--- src/hdl/uart_params.svh ---
// register offsets, field positions, reset values and timing counts
`ifndef UART_PARAMS_SVH
`define UART_PARAMS_SVH
`define ADDR_RX_FIFO_READ 16'hffa0
`define ADDR_TX_HOLD_WRITE 16'hffa1
`define ADDR_LINE_FORMAT 16'hffa2
`define ADDR_FLOW_CTRL 16'hffa3
`define ADDR_MODEM_CTRL 16'hffa4
`define ADDR_LINE_STATUS 16'hffa5
`define ADDR_MODEM_STATUS 16'hffa6
`define ADDR_DIV_LOW 16'hffa7
`define ADDR_DIV_HIGH 16'hffa8
`define ADDR_RESUME_CHAR 16'hffa9
`define ADDR_PAUSE_CHAR 16'hffaa
`define ADDR_IRQ_MASK 16'hffab
`define REG_RESET 8'h00
`define FC_RTS 5
`define FC_DTR 6
`define LS_DATA_READY 0
`define LS_OVERRUN 1
`define LS_PARITY_ERR 2
`define LS_FRAMING_ERR 3
`define LS_BREAK 4
`define LS_HOLD_EMPTY 5
`define LS_TX_EMPTY 6
`define MS_DELTA 4
`define DATA_BITS_MIN 4'h5
`define BYTE_BITS 4'h8
`define TICKS_PER_BIT 6'h10
`define TICKS_HALF_BIT 6'h08
`define TICKS_STOP_1_5 6'h18
`define TICKS_STOP_2 6'h20
`define FIFO_BYTES 32
`endif

--- src/hdl/uart_pkg.sv ---
// types shared by the serial line datapath
package uart_pkg;
   typedef enum logic [2:0] {
      SER_IDLE = 3'h0,
      SER_START = 3'h1,
      SER_DATA = 3'h3,
      SER_PARITY = 3'h2,
      SER_STOP = 3'h6
   } ser_state_t;

   typedef struct packed {
      logic fifo_enable;
      logic break_force;
      logic forced_parity;
      logic even_parity_sel;
      logic parity_enable;
      logic stop_bit_sel;
      logic [1:0] word_length;
   } line_fmt_t;

   typedef struct packed {
      logic [15:0] addr;
      logic wr;
      logic rd;
      logic [7:0] wdata;
   } reg_req_t;
endpackage : uart_pkg
--- src/hdl/uart_line_format_datapath.sv ---
// serial line datapath: registers, transmitter, receiver and receive fifo
// What this block does
// - received bytes queue in a 32-byte fifo, popped by reading rx_fifo_read.
// - serial_in_pin is sampled and each character assembled into a byte.
// - transmit hold buffer accepts a byte while the previous one shifts out.
// - written byte moves into the shift register and leaves on serial_out_pin.
// - word_length codes 0..3 give 5, 6, 7 or 8 data bits both ways.
// - stop_bit_sel gives 1 stop, or 1.5 for 5-bit and 2 otherwise.
// - parity_enable adds a parity bit after the data, else none.
// - even_parity_sel picks odd parity when clear, even when set.
// - forced parity with even select clear sends constant 1.
// - break_force holds serial_out_pin low until cleared.
// - fifo_enable clear empties and disables the fifo; set accepts data.
// - fifo disabled drives the selected receiver flow control outputs high.
// - rx_fifo_read is read-only, tx_hold_write write-only, either master.
// - line and modem status can each raise the interrupt request.
// - irq_mask gates three interrupt sources individually.
`timescale 1ns/10ps
`include "uart_params.svh"

module uart_byte_fifo #(
   parameter int WIDTH = 8,
   parameter int DEPTH = `FIFO_BYTES
) (
   input wire logic core_clk,
   input wire logic rst,
   input wire logic clr,
   input wire logic in_valid,
   input wire logic [WIDTH-1:0] in_data,
   output logic in_ready,
   output logic out_valid,
   output logic [WIDTH-1:0] out_data,
   input wire logic out_ready
);
   localparam int AW = $clog2(DEPTH);
   typedef struct packed {
      logic [DEPTH-1:0][WIDTH-1:0] mem;
      logic [AW-1:0] wp;
      logic [AW-1:0] rp;
      logic [AW:0] cnt;
   } fifo_st_t;
   fifo_st_t st_ff;
   fifo_st_t nxt_st;
   logic do_push;
   logic do_pop;

   if (DEPTH < 2 || (1 << AW) != DEPTH || WIDTH < 1) begin : g_bad_cfg
      $error("fifo depth must be a power of two of at least 2");
   end

   assign in_ready = (st_ff.cnt != DEPTH[AW:0]);
   assign out_valid = (st_ff.cnt != '0);
   assign out_data = st_ff.mem[st_ff.rp];
   assign do_push = in_valid && in_ready;
   assign do_pop = out_valid && out_ready;

   always_comb begin
      nxt_st = st_ff;
      if (do_push) begin
         nxt_st.mem[st_ff.wp] = in_data;
         nxt_st.wp = st_ff.wp + 1'b1;
      end
      if (do_pop) begin
         nxt_st.rp = st_ff.rp + 1'b1;
      end
      unique case ({do_push, do_pop})
         2'b10: nxt_st.cnt = st_ff.cnt + 1'b1;
         2'b01: nxt_st.cnt = st_ff.cnt - 1'b1;
         default: nxt_st.cnt = st_ff.cnt;
      endcase
      if (clr) begin
         nxt_st.wp = '0;
         nxt_st.rp = '0;
         nxt_st.cnt = '0;
      end
   end

   always_ff @(posedge core_clk) begin
      if (rst) begin
         st_ff <= '0;
      end else begin
         st_ff <= nxt_st;
      end
   end
endmodule : uart_byte_fifo

module uart_line_format_datapath #(
   parameter int RX_DEPTH = `FIFO_BYTES
) (
   input wire logic core_clk,
   input wire logic rst,
   input wire uart_pkg::reg_req_t reg_req,
   output logic [7:0] reg_rdata,
   input wire logic serial_in_pin,
   output logic serial_out_pin,
   output logic rts_n,
   output logic dtr_n,
   input wire logic cts_n,
   input wire logic dsr_n,
   output logic irq
);
   typedef struct packed {
      uart_pkg::line_fmt_t fmt;
      logic [7:0] flow;
      logic [7:0] modem;
      logic [7:0] div_lo;
      logic [7:0] div_hi;
      logic [7:0] resume_chr;
      logic [7:0] pause_chr;
      logic [7:0] mask;
      logic [7:0] rdata;
      logic [15:0] baud_cnt;
      logic tick;
      uart_pkg::ser_state_t tx_st;
      logic [5:0] tx_tk;
      logic [3:0] tx_bit;
      logic [7:0] tx_sh;
      logic tx_par;
      logic [7:0] hold;
      logic hold_full;
      uart_pkg::ser_state_t rx_st;
      logic [5:0] rx_tk;
      logic [3:0] rx_bit;
      logic [7:0] rx_sh;
      logic rx_par;
      logic rx_push;
      logic [7:0] rx_byte;
      logic ovr;
      logic perr;
      logic ferr;
      logic brk_det;
      logic ms_delta;
      logic [1:0] ms_last;
      logic out_low;
      logic irq;
   } core_st_t;

   core_st_t st_ff;
   core_st_t nxt_st;
   logic fifo_in_ready;
   logic fifo_out_valid;
   logic [7:0] fifo_out_data;
   logic fifo_pop;
   logic [3:0] nbits;
   logic [5:0] stop_ticks;
   logic [7:0] rx_aligned;
   logic rx_expect_par;
   logic ls_err;
   logic [7:0] line_status;
   logic [7:0] modem_status;

   if (RX_DEPTH < 2) begin : g_bad_depth
      $error("receive fifo depth too small");
   end

   function automatic logic parity_of(input logic [7:0] d,
                                      input uart_pkg::line_fmt_t f);
      logic [3:0] n;
      logic x;
      n = 4'(f.word_length) + `DATA_BITS_MIN;
      x = 1'b0;
      for (int i = 0; i < 8; i++) begin
         if (4'(i) < n) begin
            x = x ^ d[i];
         end
      end
      if (f.forced_parity) begin
         parity_of = !f.even_parity_sel;
      end else begin
         parity_of = f.even_parity_sel ? x : !x;
      end
   endfunction : parity_of

   // receive store; disabled fifo is held empty
   uart_byte_fifo #(
      .WIDTH(8),
      .DEPTH(RX_DEPTH)
   ) u_rx_fifo (
      .core_clk(core_clk),
      .rst(rst),
      .clr(!st_ff.fmt.fifo_enable),
      .in_valid(st_ff.rx_push && st_ff.fmt.fifo_enable),
      .in_data(st_ff.rx_byte),
      .in_ready(fifo_in_ready),
      .out_valid(fifo_out_valid),
      .out_data(fifo_out_data),
      .out_ready(fifo_pop)
   );

   assign fifo_pop = reg_req.rd && reg_req.addr == `ADDR_RX_FIFO_READ;
   assign nbits = 4'(st_ff.fmt.word_length) + `DATA_BITS_MIN;
   assign stop_ticks = !st_ff.fmt.stop_bit_sel ? `TICKS_PER_BIT :
      (st_ff.fmt.word_length == 2'h0 ? `TICKS_STOP_1_5 :
       `TICKS_STOP_2);
   assign rx_aligned = st_ff.rx_sh >> (`BYTE_BITS - nbits);
   assign rx_expect_par = parity_of(rx_aligned, st_ff.fmt);
   assign ls_err = st_ff.ovr || st_ff.perr || st_ff.ferr || st_ff.brk_det;

   always_comb begin
      line_status = '0;
      line_status[`LS_DATA_READY] = fifo_out_valid;
      line_status[`LS_OVERRUN] = st_ff.ovr;
      line_status[`LS_PARITY_ERR] = st_ff.perr;
      line_status[`LS_FRAMING_ERR] = st_ff.ferr;
      line_status[`LS_BREAK] = st_ff.brk_det;
      line_status[`LS_HOLD_EMPTY] = !st_ff.hold_full;
      line_status[`LS_TX_EMPTY] = !st_ff.hold_full &&
         st_ff.tx_st == uart_pkg::SER_IDLE;
      modem_status = '0;
      modem_status[1:0] = st_ff.ms_last;
      modem_status[`MS_DELTA] = st_ff.ms_delta;
   end

   always_comb begin
      nxt_st = st_ff;
      nxt_st.rx_push = 1'b0;
      // baud generator: one tick at sixteen times the bit rate
      nxt_st.tick = 1'b0;
      if (st_ff.baud_cnt == '0) begin
         nxt_st.tick = 1'b1;
         nxt_st.baud_cnt = {st_ff.div_hi, st_ff.div_lo} -
            ({st_ff.div_hi, st_ff.div_lo} != '0 ? 16'h0001 : 16'h0000);
      end else begin
         nxt_st.baud_cnt = st_ff.baud_cnt - 16'h0001;
      end
      // register reads and their side effects
      nxt_st.rdata = '0;
      if (reg_req.rd) begin
         unique case (reg_req.addr)
            `ADDR_RX_FIFO_READ: nxt_st.rdata = fifo_out_data;
            `ADDR_LINE_FORMAT: nxt_st.rdata = st_ff.fmt;
            `ADDR_FLOW_CTRL: nxt_st.rdata = st_ff.flow;
            `ADDR_MODEM_CTRL: nxt_st.rdata = st_ff.modem;
            `ADDR_LINE_STATUS: begin
               nxt_st.rdata = line_status;
               nxt_st.ovr = 1'b0;
               nxt_st.perr = 1'b0;
               nxt_st.ferr = 1'b0;
               nxt_st.brk_det = 1'b0;
            end
            `ADDR_MODEM_STATUS: begin
               nxt_st.rdata = modem_status;
               nxt_st.ms_delta = 1'b0;
            end
            `ADDR_DIV_LOW: nxt_st.rdata = st_ff.div_lo;
            `ADDR_DIV_HIGH: nxt_st.rdata = st_ff.div_hi;
            `ADDR_RESUME_CHAR: nxt_st.rdata = st_ff.resume_chr;
            `ADDR_PAUSE_CHAR: nxt_st.rdata = st_ff.pause_chr;
            `ADDR_IRQ_MASK: nxt_st.rdata = st_ff.mask;
            default: nxt_st.rdata = '0;
         endcase
      end
      // transmitter: load shift register from the hold buffer
      unique case (st_ff.tx_st)
         uart_pkg::SER_IDLE: begin
            if (st_ff.hold_full) begin
               nxt_st.tx_sh = st_ff.hold;
               nxt_st.tx_par = parity_of(st_ff.hold, st_ff.fmt);
               nxt_st.hold_full = 1'b0;
               nxt_st.tx_tk = '0;
               nxt_st.tx_st = uart_pkg::SER_START;
            end
         end
         uart_pkg::SER_START: begin
            if (st_ff.tick) begin
               nxt_st.tx_tk = st_ff.tx_tk + 6'h01;
               if (st_ff.tx_tk == `TICKS_PER_BIT - 6'h01) begin
                  nxt_st.tx_tk = '0;
                  nxt_st.tx_bit = '0;
                  nxt_st.tx_st = uart_pkg::SER_DATA;
               end
            end
         end
         uart_pkg::SER_DATA: begin
            if (st_ff.tick) begin
               nxt_st.tx_tk = st_ff.tx_tk + 6'h01;
               if (st_ff.tx_tk == `TICKS_PER_BIT - 6'h01) begin
                  nxt_st.tx_tk = '0;
                  nxt_st.tx_sh = st_ff.tx_sh >> 1;
                  nxt_st.tx_bit = st_ff.tx_bit + 4'h1;
                  if (st_ff.tx_bit == nbits - 4'h1) begin
                     nxt_st.tx_st = st_ff.fmt.parity_enable ?
                        uart_pkg::SER_PARITY : uart_pkg::SER_STOP;
                  end
               end
            end
         end
         uart_pkg::SER_PARITY: begin
            if (st_ff.tick) begin
               nxt_st.tx_tk = st_ff.tx_tk + 6'h01;
               if (st_ff.tx_tk == `TICKS_PER_BIT - 6'h01) begin
                  nxt_st.tx_tk = '0;
                  nxt_st.tx_st = uart_pkg::SER_STOP;
               end
            end
         end
         uart_pkg::SER_STOP: begin
            if (st_ff.tick) begin
               nxt_st.tx_tk = st_ff.tx_tk + 6'h01;
               if (st_ff.tx_tk == stop_ticks - 6'h01) begin
                  nxt_st.tx_tk = '0;
                  nxt_st.tx_st = uart_pkg::SER_IDLE;
               end
            end
         end
         default: nxt_st.tx_st = uart_pkg::SER_IDLE;
      endcase
      // register writes; a write to the hold buffer wins over its unload
      if (reg_req.wr) begin
         unique case (reg_req.addr)
            `ADDR_TX_HOLD_WRITE: begin
               nxt_st.hold = reg_req.wdata;
               nxt_st.hold_full = 1'b1;
            end
            `ADDR_LINE_FORMAT: nxt_st.fmt = reg_req.wdata;
            `ADDR_FLOW_CTRL: nxt_st.flow = reg_req.wdata;
            `ADDR_MODEM_CTRL: nxt_st.modem = reg_req.wdata;
            `ADDR_DIV_LOW: nxt_st.div_lo = reg_req.wdata;
            `ADDR_DIV_HIGH: nxt_st.div_hi = reg_req.wdata;
            `ADDR_RESUME_CHAR: nxt_st.resume_chr = reg_req.wdata;
            `ADDR_PAUSE_CHAR: nxt_st.pause_chr = reg_req.wdata;
            `ADDR_IRQ_MASK: nxt_st.mask = reg_req.wdata;
            default: nxt_st.mask = nxt_st.mask;
         endcase
      end
      // receiver: sample mid-bit on the oversampling tick
      unique case (st_ff.rx_st)
         uart_pkg::SER_IDLE: begin
            if (!serial_in_pin) begin
               nxt_st.rx_tk = '0;
               nxt_st.rx_st = uart_pkg::SER_START;
            end
         end
         uart_pkg::SER_START: begin
            if (st_ff.tick) begin
               nxt_st.rx_tk = st_ff.rx_tk + 6'h01;
               if (st_ff.rx_tk == `TICKS_HALF_BIT - 6'h01) begin
                  nxt_st.rx_tk = '0;
                  nxt_st.rx_bit = '0;
                  nxt_st.rx_st = serial_in_pin ? uart_pkg::SER_IDLE :
                     uart_pkg::SER_DATA;
               end
            end
         end
         uart_pkg::SER_DATA: begin
            if (st_ff.tick) begin
               nxt_st.rx_tk = st_ff.rx_tk + 6'h01;
               if (st_ff.rx_tk == `TICKS_PER_BIT - 6'h01) begin
                  nxt_st.rx_tk = '0;
                  nxt_st.rx_sh = {serial_in_pin, st_ff.rx_sh[7:1]};
                  nxt_st.rx_bit = st_ff.rx_bit + 4'h1;
                  if (st_ff.rx_bit == nbits - 4'h1) begin
                     nxt_st.rx_st = st_ff.fmt.parity_enable ?
                        uart_pkg::SER_PARITY : uart_pkg::SER_STOP;
                  end
               end
            end
         end
         uart_pkg::SER_PARITY: begin
            if (st_ff.tick) begin
               nxt_st.rx_tk = st_ff.rx_tk + 6'h01;
               if (st_ff.rx_tk == `TICKS_PER_BIT - 6'h01) begin
                  nxt_st.rx_tk = '0;
                  nxt_st.rx_par = serial_in_pin;
                  nxt_st.rx_st = uart_pkg::SER_STOP;
               end
            end
         end
         uart_pkg::SER_STOP: begin
            if (st_ff.tick) begin
               nxt_st.rx_tk = st_ff.rx_tk + 6'h01;
               if (st_ff.rx_tk == `TICKS_PER_BIT - 6'h01) begin
                  nxt_st.rx_tk = '0;
                  nxt_st.rx_st = uart_pkg::SER_IDLE;
                  nxt_st.rx_byte = rx_aligned;
                  nxt_st.rx_push = 1'b1;
                  if (!serial_in_pin) begin
                     nxt_st.ferr = 1'b1;
                  end
                  if (!serial_in_pin && rx_aligned == '0) begin
                     nxt_st.brk_det = 1'b1;
                  end
                  if (st_ff.fmt.parity_enable &&
                      st_ff.rx_par != rx_expect_par) begin
                     nxt_st.perr = 1'b1;
                  end
               end
            end
         end
         default: nxt_st.rx_st = uart_pkg::SER_IDLE;
      endcase
      if (st_ff.rx_push && st_ff.fmt.fifo_enable && !fifo_in_ready) begin
         nxt_st.ovr = 1'b1;
      end
      // modem inputs: change is sticky until the status is read
      nxt_st.ms_last = {!dsr_n, !cts_n};
      if (nxt_st.ms_last != st_ff.ms_last) begin
         nxt_st.ms_delta = 1'b1;
      end
      // serial output follows the next transmit state
      unique case (nxt_st.tx_st)
         uart_pkg::SER_START: nxt_st.out_low = 1'b1;
         uart_pkg::SER_DATA: nxt_st.out_low = !nxt_st.tx_sh[0];
         uart_pkg::SER_PARITY: nxt_st.out_low = !nxt_st.tx_par;
         default: nxt_st.out_low = 1'b0;
      endcase
      if (nxt_st.fmt.break_force) begin
         nxt_st.out_low = 1'b1;
      end
      nxt_st.irq = |(nxt_st.mask[2:0] & {nxt_st.ms_delta,
         !nxt_st.hold_full, ls_err || fifo_out_valid});
   end

   always_ff @(posedge core_clk) begin
      if (rst) begin
         st_ff <= '0;
      end else begin
         st_ff <= nxt_st;
      end
   end

   assign reg_rdata = st_ff.rdata;
   assign serial_out_pin = !st_ff.out_low;
   assign irq = st_ff.irq;
   // receiver throttle while the fifo is off
   assign rts_n = !st_ff.fmt.fifo_enable && st_ff.flow[`FC_RTS];
   assign dtr_n = !st_ff.fmt.fifo_enable && st_ff.flow[`FC_DTR];
endmodule : uart_line_format_datapath

--- config.mk ---
export PLATFORM = sky130hd
export DESIGN_NAME = uart_line_format_datapath
export DESIGN_NICKNAME = d
export VERILOG_FILES = /design/src/hdl/uart_pkg.sv /design/src/hdl/uart_line_format_datapath.sv
export VERILOG_INCLUDE_DIRS = /design/src /design/src/hdl
export SDC_FILE = /design/constraint.sdc
export NUM_CORES = 1
export LEC_CHECK = 0
export BUFFER_PORTS_ARGS = -buffer_cell sky130_fd_sc_hd__clkbuf_2
export CAP_MARGIN = 20
export CELL_PAD_IN_SITES_DETAIL_PLACEMENT = 1
export CELL_PAD_IN_SITES_GLOBAL_PLACEMENT = 1
export CORE_ASPECT_RATIO = 0.75
export CORE_MARGIN = 8
export CORE_UTILIZATION = 49
export DETAILED_ROUTE_END_ITERATION = 12
export PLACE_DENSITY_LB_ADDON = 0.1
export SLEW_MARGIN = 20
export SYNTH_ARGS = -nofsm -noshare
export SYNTH_HDL_FRONTEND = slang
export SYNTH_SLANG_ARGS = --single-unit
--- constraint.sdc ---
create_clock -name core_clk -period 4.8 [get_ports core_clk]
set_clock_uncertainty 0.2 [all_clocks]
set_input_delay 0.96 -clock core_clk [delete_from_list [all_inputs] [get_ports core_clk]]
set_output_delay 0.96 -clock core_clk [all_outputs]
set_load 0.02 [all_outputs]
==> flow_summary_export.csv <==
group,metric,value,unit
min_path,min_from,"u_rx_fifo.st_ff[19]$_SDFFE_PP0P_",
outcome,status,"finished, final reports clean",
global_routing,grt_pass1_vias,16600,
worst_setup_path,worstPathRequired,5090,ps
global_routing,track_usage,23.8,%
drt,routed_wl,59700,µm
clocking,clkSlewWorstSetupHoldPaths,60,ps
layout,layout_commonest_cell,"dfxtp_1",
timing,hold_slack,259,ps
floorplan,start_util,49.3,%
timing,setup_viol,0,
synth,ys_seq_area_share,42.0,%
floorplan,die_w,253,µm
placement,placed_area,21000,µm²
timing,finalCriticalPeriod,3690,ps
worst_setup_path,worst_r2r_path_depth,13,
worst_setup_path,cp.arrival,3970,ps
layout,layout-drive-gt1-share,13.0,%
synth,synth_edf_count,0,
worst_setup_path,path_max_fanout,20,
placement,dpl.hpwl,39400,µm
layout,stdcell_count,2734,
clocking,cts_buffers,46,
floorplan,core,41800,µm²
synth,synth_area_leaders,"dfxtp_1 (42%), mux2i_1 (15%), mux4_2 (8.1%), nor2_1 (7.6%), nand2_1 (2.9%)",
placement,place_congestion,0.906,
synth,synth_warnings,0,
synth,syn_inst,2192,
drt,drc,0,
floorplan,dieArea,48900,µm²
worst_setup_path,rrSetupSlack,1120,ps
drt,drtPass1Iterations,5,
min_path,hold_end,"u_rx_fifo.st_ff[19]$_SDFFE_PP0P_",
worst_setup_path,start_kind,"input port",
run,cap_violations,0,
layout,finalInstanceArea,22500,µm²
worst_setup_path,critPathSlowestCell,"nor2_1",
timing,rsz0062_at_grt,"no",
power_and_ir_drop,powerDensity,352,nW/µm²
clocking,ctsResizeCount,0,
layout,fillers,4728,
synth,synth_nets,2248,
layout,mostFrequentLayoutCells,"dfxtp_1 (427), nor2_1 (419), mux2i_1 (301)",
floorplan,num_rows,65,
timing,tns,0,ps
worst_setup_path,max_stage_delay,500,ps
worst_setup_path,path_cells,"clkbuf_2, nor2_1, nand3b_1, nor2_1, ha_1, ha_1, a21o_1, a21oi_1, o21bai_1, a21oi_1, xnor2_1, or3_1, a21oi_1",
floorplan,pin_count,43,
layout,multi_input_area,11100,µm²
placement,dp_slack,632,ps
drt,wl_per_cell,21.8,µm
clocking,clockBufferDepth,3,
placement,io_buffers,42,
worst_setup_path,r2r-start,"u_rx_fifo.st_ff[0]$_SDFFE_PP0P_",
layout,final_util,53.8,%
synth,async_reset_ff_share,0,%
drt,routed_via_density,5.84,
clocking,cts_tree,"built",
floorplan,die_h,194,µm
global_routing,antenna_found_initial,0,
clocking,post_cts_buffers,0,
power_and_ir_drop,p_leak,8.60,nW
power_and_ir_drop,ir_drop,0.254,mV
timing,finalMaxSlewViolations,0,
synth,avgSynthCellArea,9.40,µm²
clocking,htreeDepth,2,
clocking,holdBufCountCts,0,
timing,slew-limit-headroom,27.0,%
layout,register_area,8660,µm²
worst_setup_path,critical_path_class,"input port to flop",
drt,dr.first_iter.drc_count,1038,
worst_setup_path,worstSetupEndpointType,"flop",
global_routing,grt_pass1_wl,94200,µm
synth,synth_seq_cells,432,
synth,post-synth-top-area-cell,"dfxtp_1",
worst_setup_path,rr_endpoint,"u_rx_fifo.st_ff[5]$_SDFFE_PP0P_",
global_routing,overflow,0,
min_path,hold-path-cell-count,2,
global_routing,grt_max_degree,186,
timing,hold_viol,0,
drt,via_count,16000,
timing,worst_pin_slew,1090,ps
layout,fin_nets,2188,
drt,antenna_left,0,
synth,synthFlopType,"dfxtp_1",
layout,area_delta_synth_final,9.08,%
clocking,clock_latency,560,ps
timing,post-route-period-util,76.9,%
clocking,root_buffer,"clkbuf_16",
layout,diodes,0,
clocking,cts_num_sinks,432,
timing,fin_ws,1110,ps
power_and_ir_drop,fin_total_pwr,7.92,mW
placement,place_inst,2653,
synth,yosysUniqueCellTypes,89,
min_path,hold_class,"flop to flop",
timing,fmax,271,MHz
worst_setup_path,path_common_cell,"a21oi_1",
synth,syn_area,20600,µm²
synth,synth_top_area_share,42.0,%
==> sequential cells by signal (all words and copies together) (netlist names) <==
signal / count
reg_rdata: 8
st_ff: 144
line_status: 4
irq: 1
modem_status: 3
u_rx_fifo.st_ff: 272
==> cell type report <==
cell class / count / area share (%)
well taps: 569 / 3.17
multi-input cells: 1552 / 49.3
clock inverters: 19 / 0.724
repair buffers: 68 / 1.96
clock buffers: 62 / 5.79
inverters: 32 / 0.534
flip-flops and latches: 432 / 38.5
==> power breakdown <==
part / internal, mW / total [mW] / switching (mW)
combinational: 0.263 / 0.654 / 0.391
clock: 2.01 / 3.51 / 1.50
sequential: 3.66 / 3.75 / 0.0931
==> how the worst max path moves through the flow <==
stage / startpoint / cells after the start / slack [ps] / endpoint
after floorplan: reg_req[16] / 13 / 1120 / u_rx_fifo.st_ff[5]$_SDFFE_PP0P_
after global placement: reg_req[25] / 15 / 760 / u_rx_fifo.st_ff[5]$_SDFFE_PP0P_
after detailed placement: reg_req[11] / 13 / 630 / u_rx_fifo.st_ff[5]$_SDFFE_PP0P_
after CTS: st_ff[152]$_SDFFE_PP0P_ / 10 / 1140 / line_status[2]$_SDFF_PP0_
after global routing: u_rx_fifo.st_ff[0]$_SDFFE_PP0P_ / 13 / 860 / u_rx_fifo.st_ff[5]$_SDFFE_PP0P_
final: reg_req[11] / 13 / 1110 / u_rx_fifo.st_ff[5]$_SDFFE_PP0P_
==> cell usage after synthesis, types with 23 or more instances <==
master and number:
a211oi_1 23, clkbuf_1 110, mux2i_1 301, nand2_1 159, ha_1 24, dfxtp_1 432
inv_1 30, o21ai_0 31, a21oi_1 117, xor2_1 26, buf_2 35, nor3_1 24
xnor2_1 32, mux4_2 74, nand3_1 78, nor2_1 419
==> cells by family after synthesis <==
kind of cell | share of synthesized area (%)
buffers and inverters | 4.35
DFF | 42.0
AOI/OAI and AO/OA | 7.68
xor gates and xnor gates | 2.57
adders and majority gates | 1.55
and+or+nand+nor | 18.5
muxes | 23.4
==> worst max-delay path, delay by kind of cell <==
kind / cells / cell delay, ps
adders and majority gates: 2 / 570
and+or+nand+nor: 4 / 1160
buffers and inverters: 1 / 310
xor gates and xnor gates: 1 / 100
AOI/OAI and AO/OA: 5 / 870
==> per-layer routing <==
| metal | global-route usage, % | up-vias | wire (µm) |
|---|---|---|---|
| met2 | 36.9 | 292 | 26800 |
| met1 | 34.2 | 8101 | 28900 |
| met5 | 0 | - | 0 |
| met4 | 5.49 | 0 | 1120 |
| li1 | - | 7512 | - |
| met3 | 4.14 | 74 | 2870 |
(Power assumes the default switching activity.)
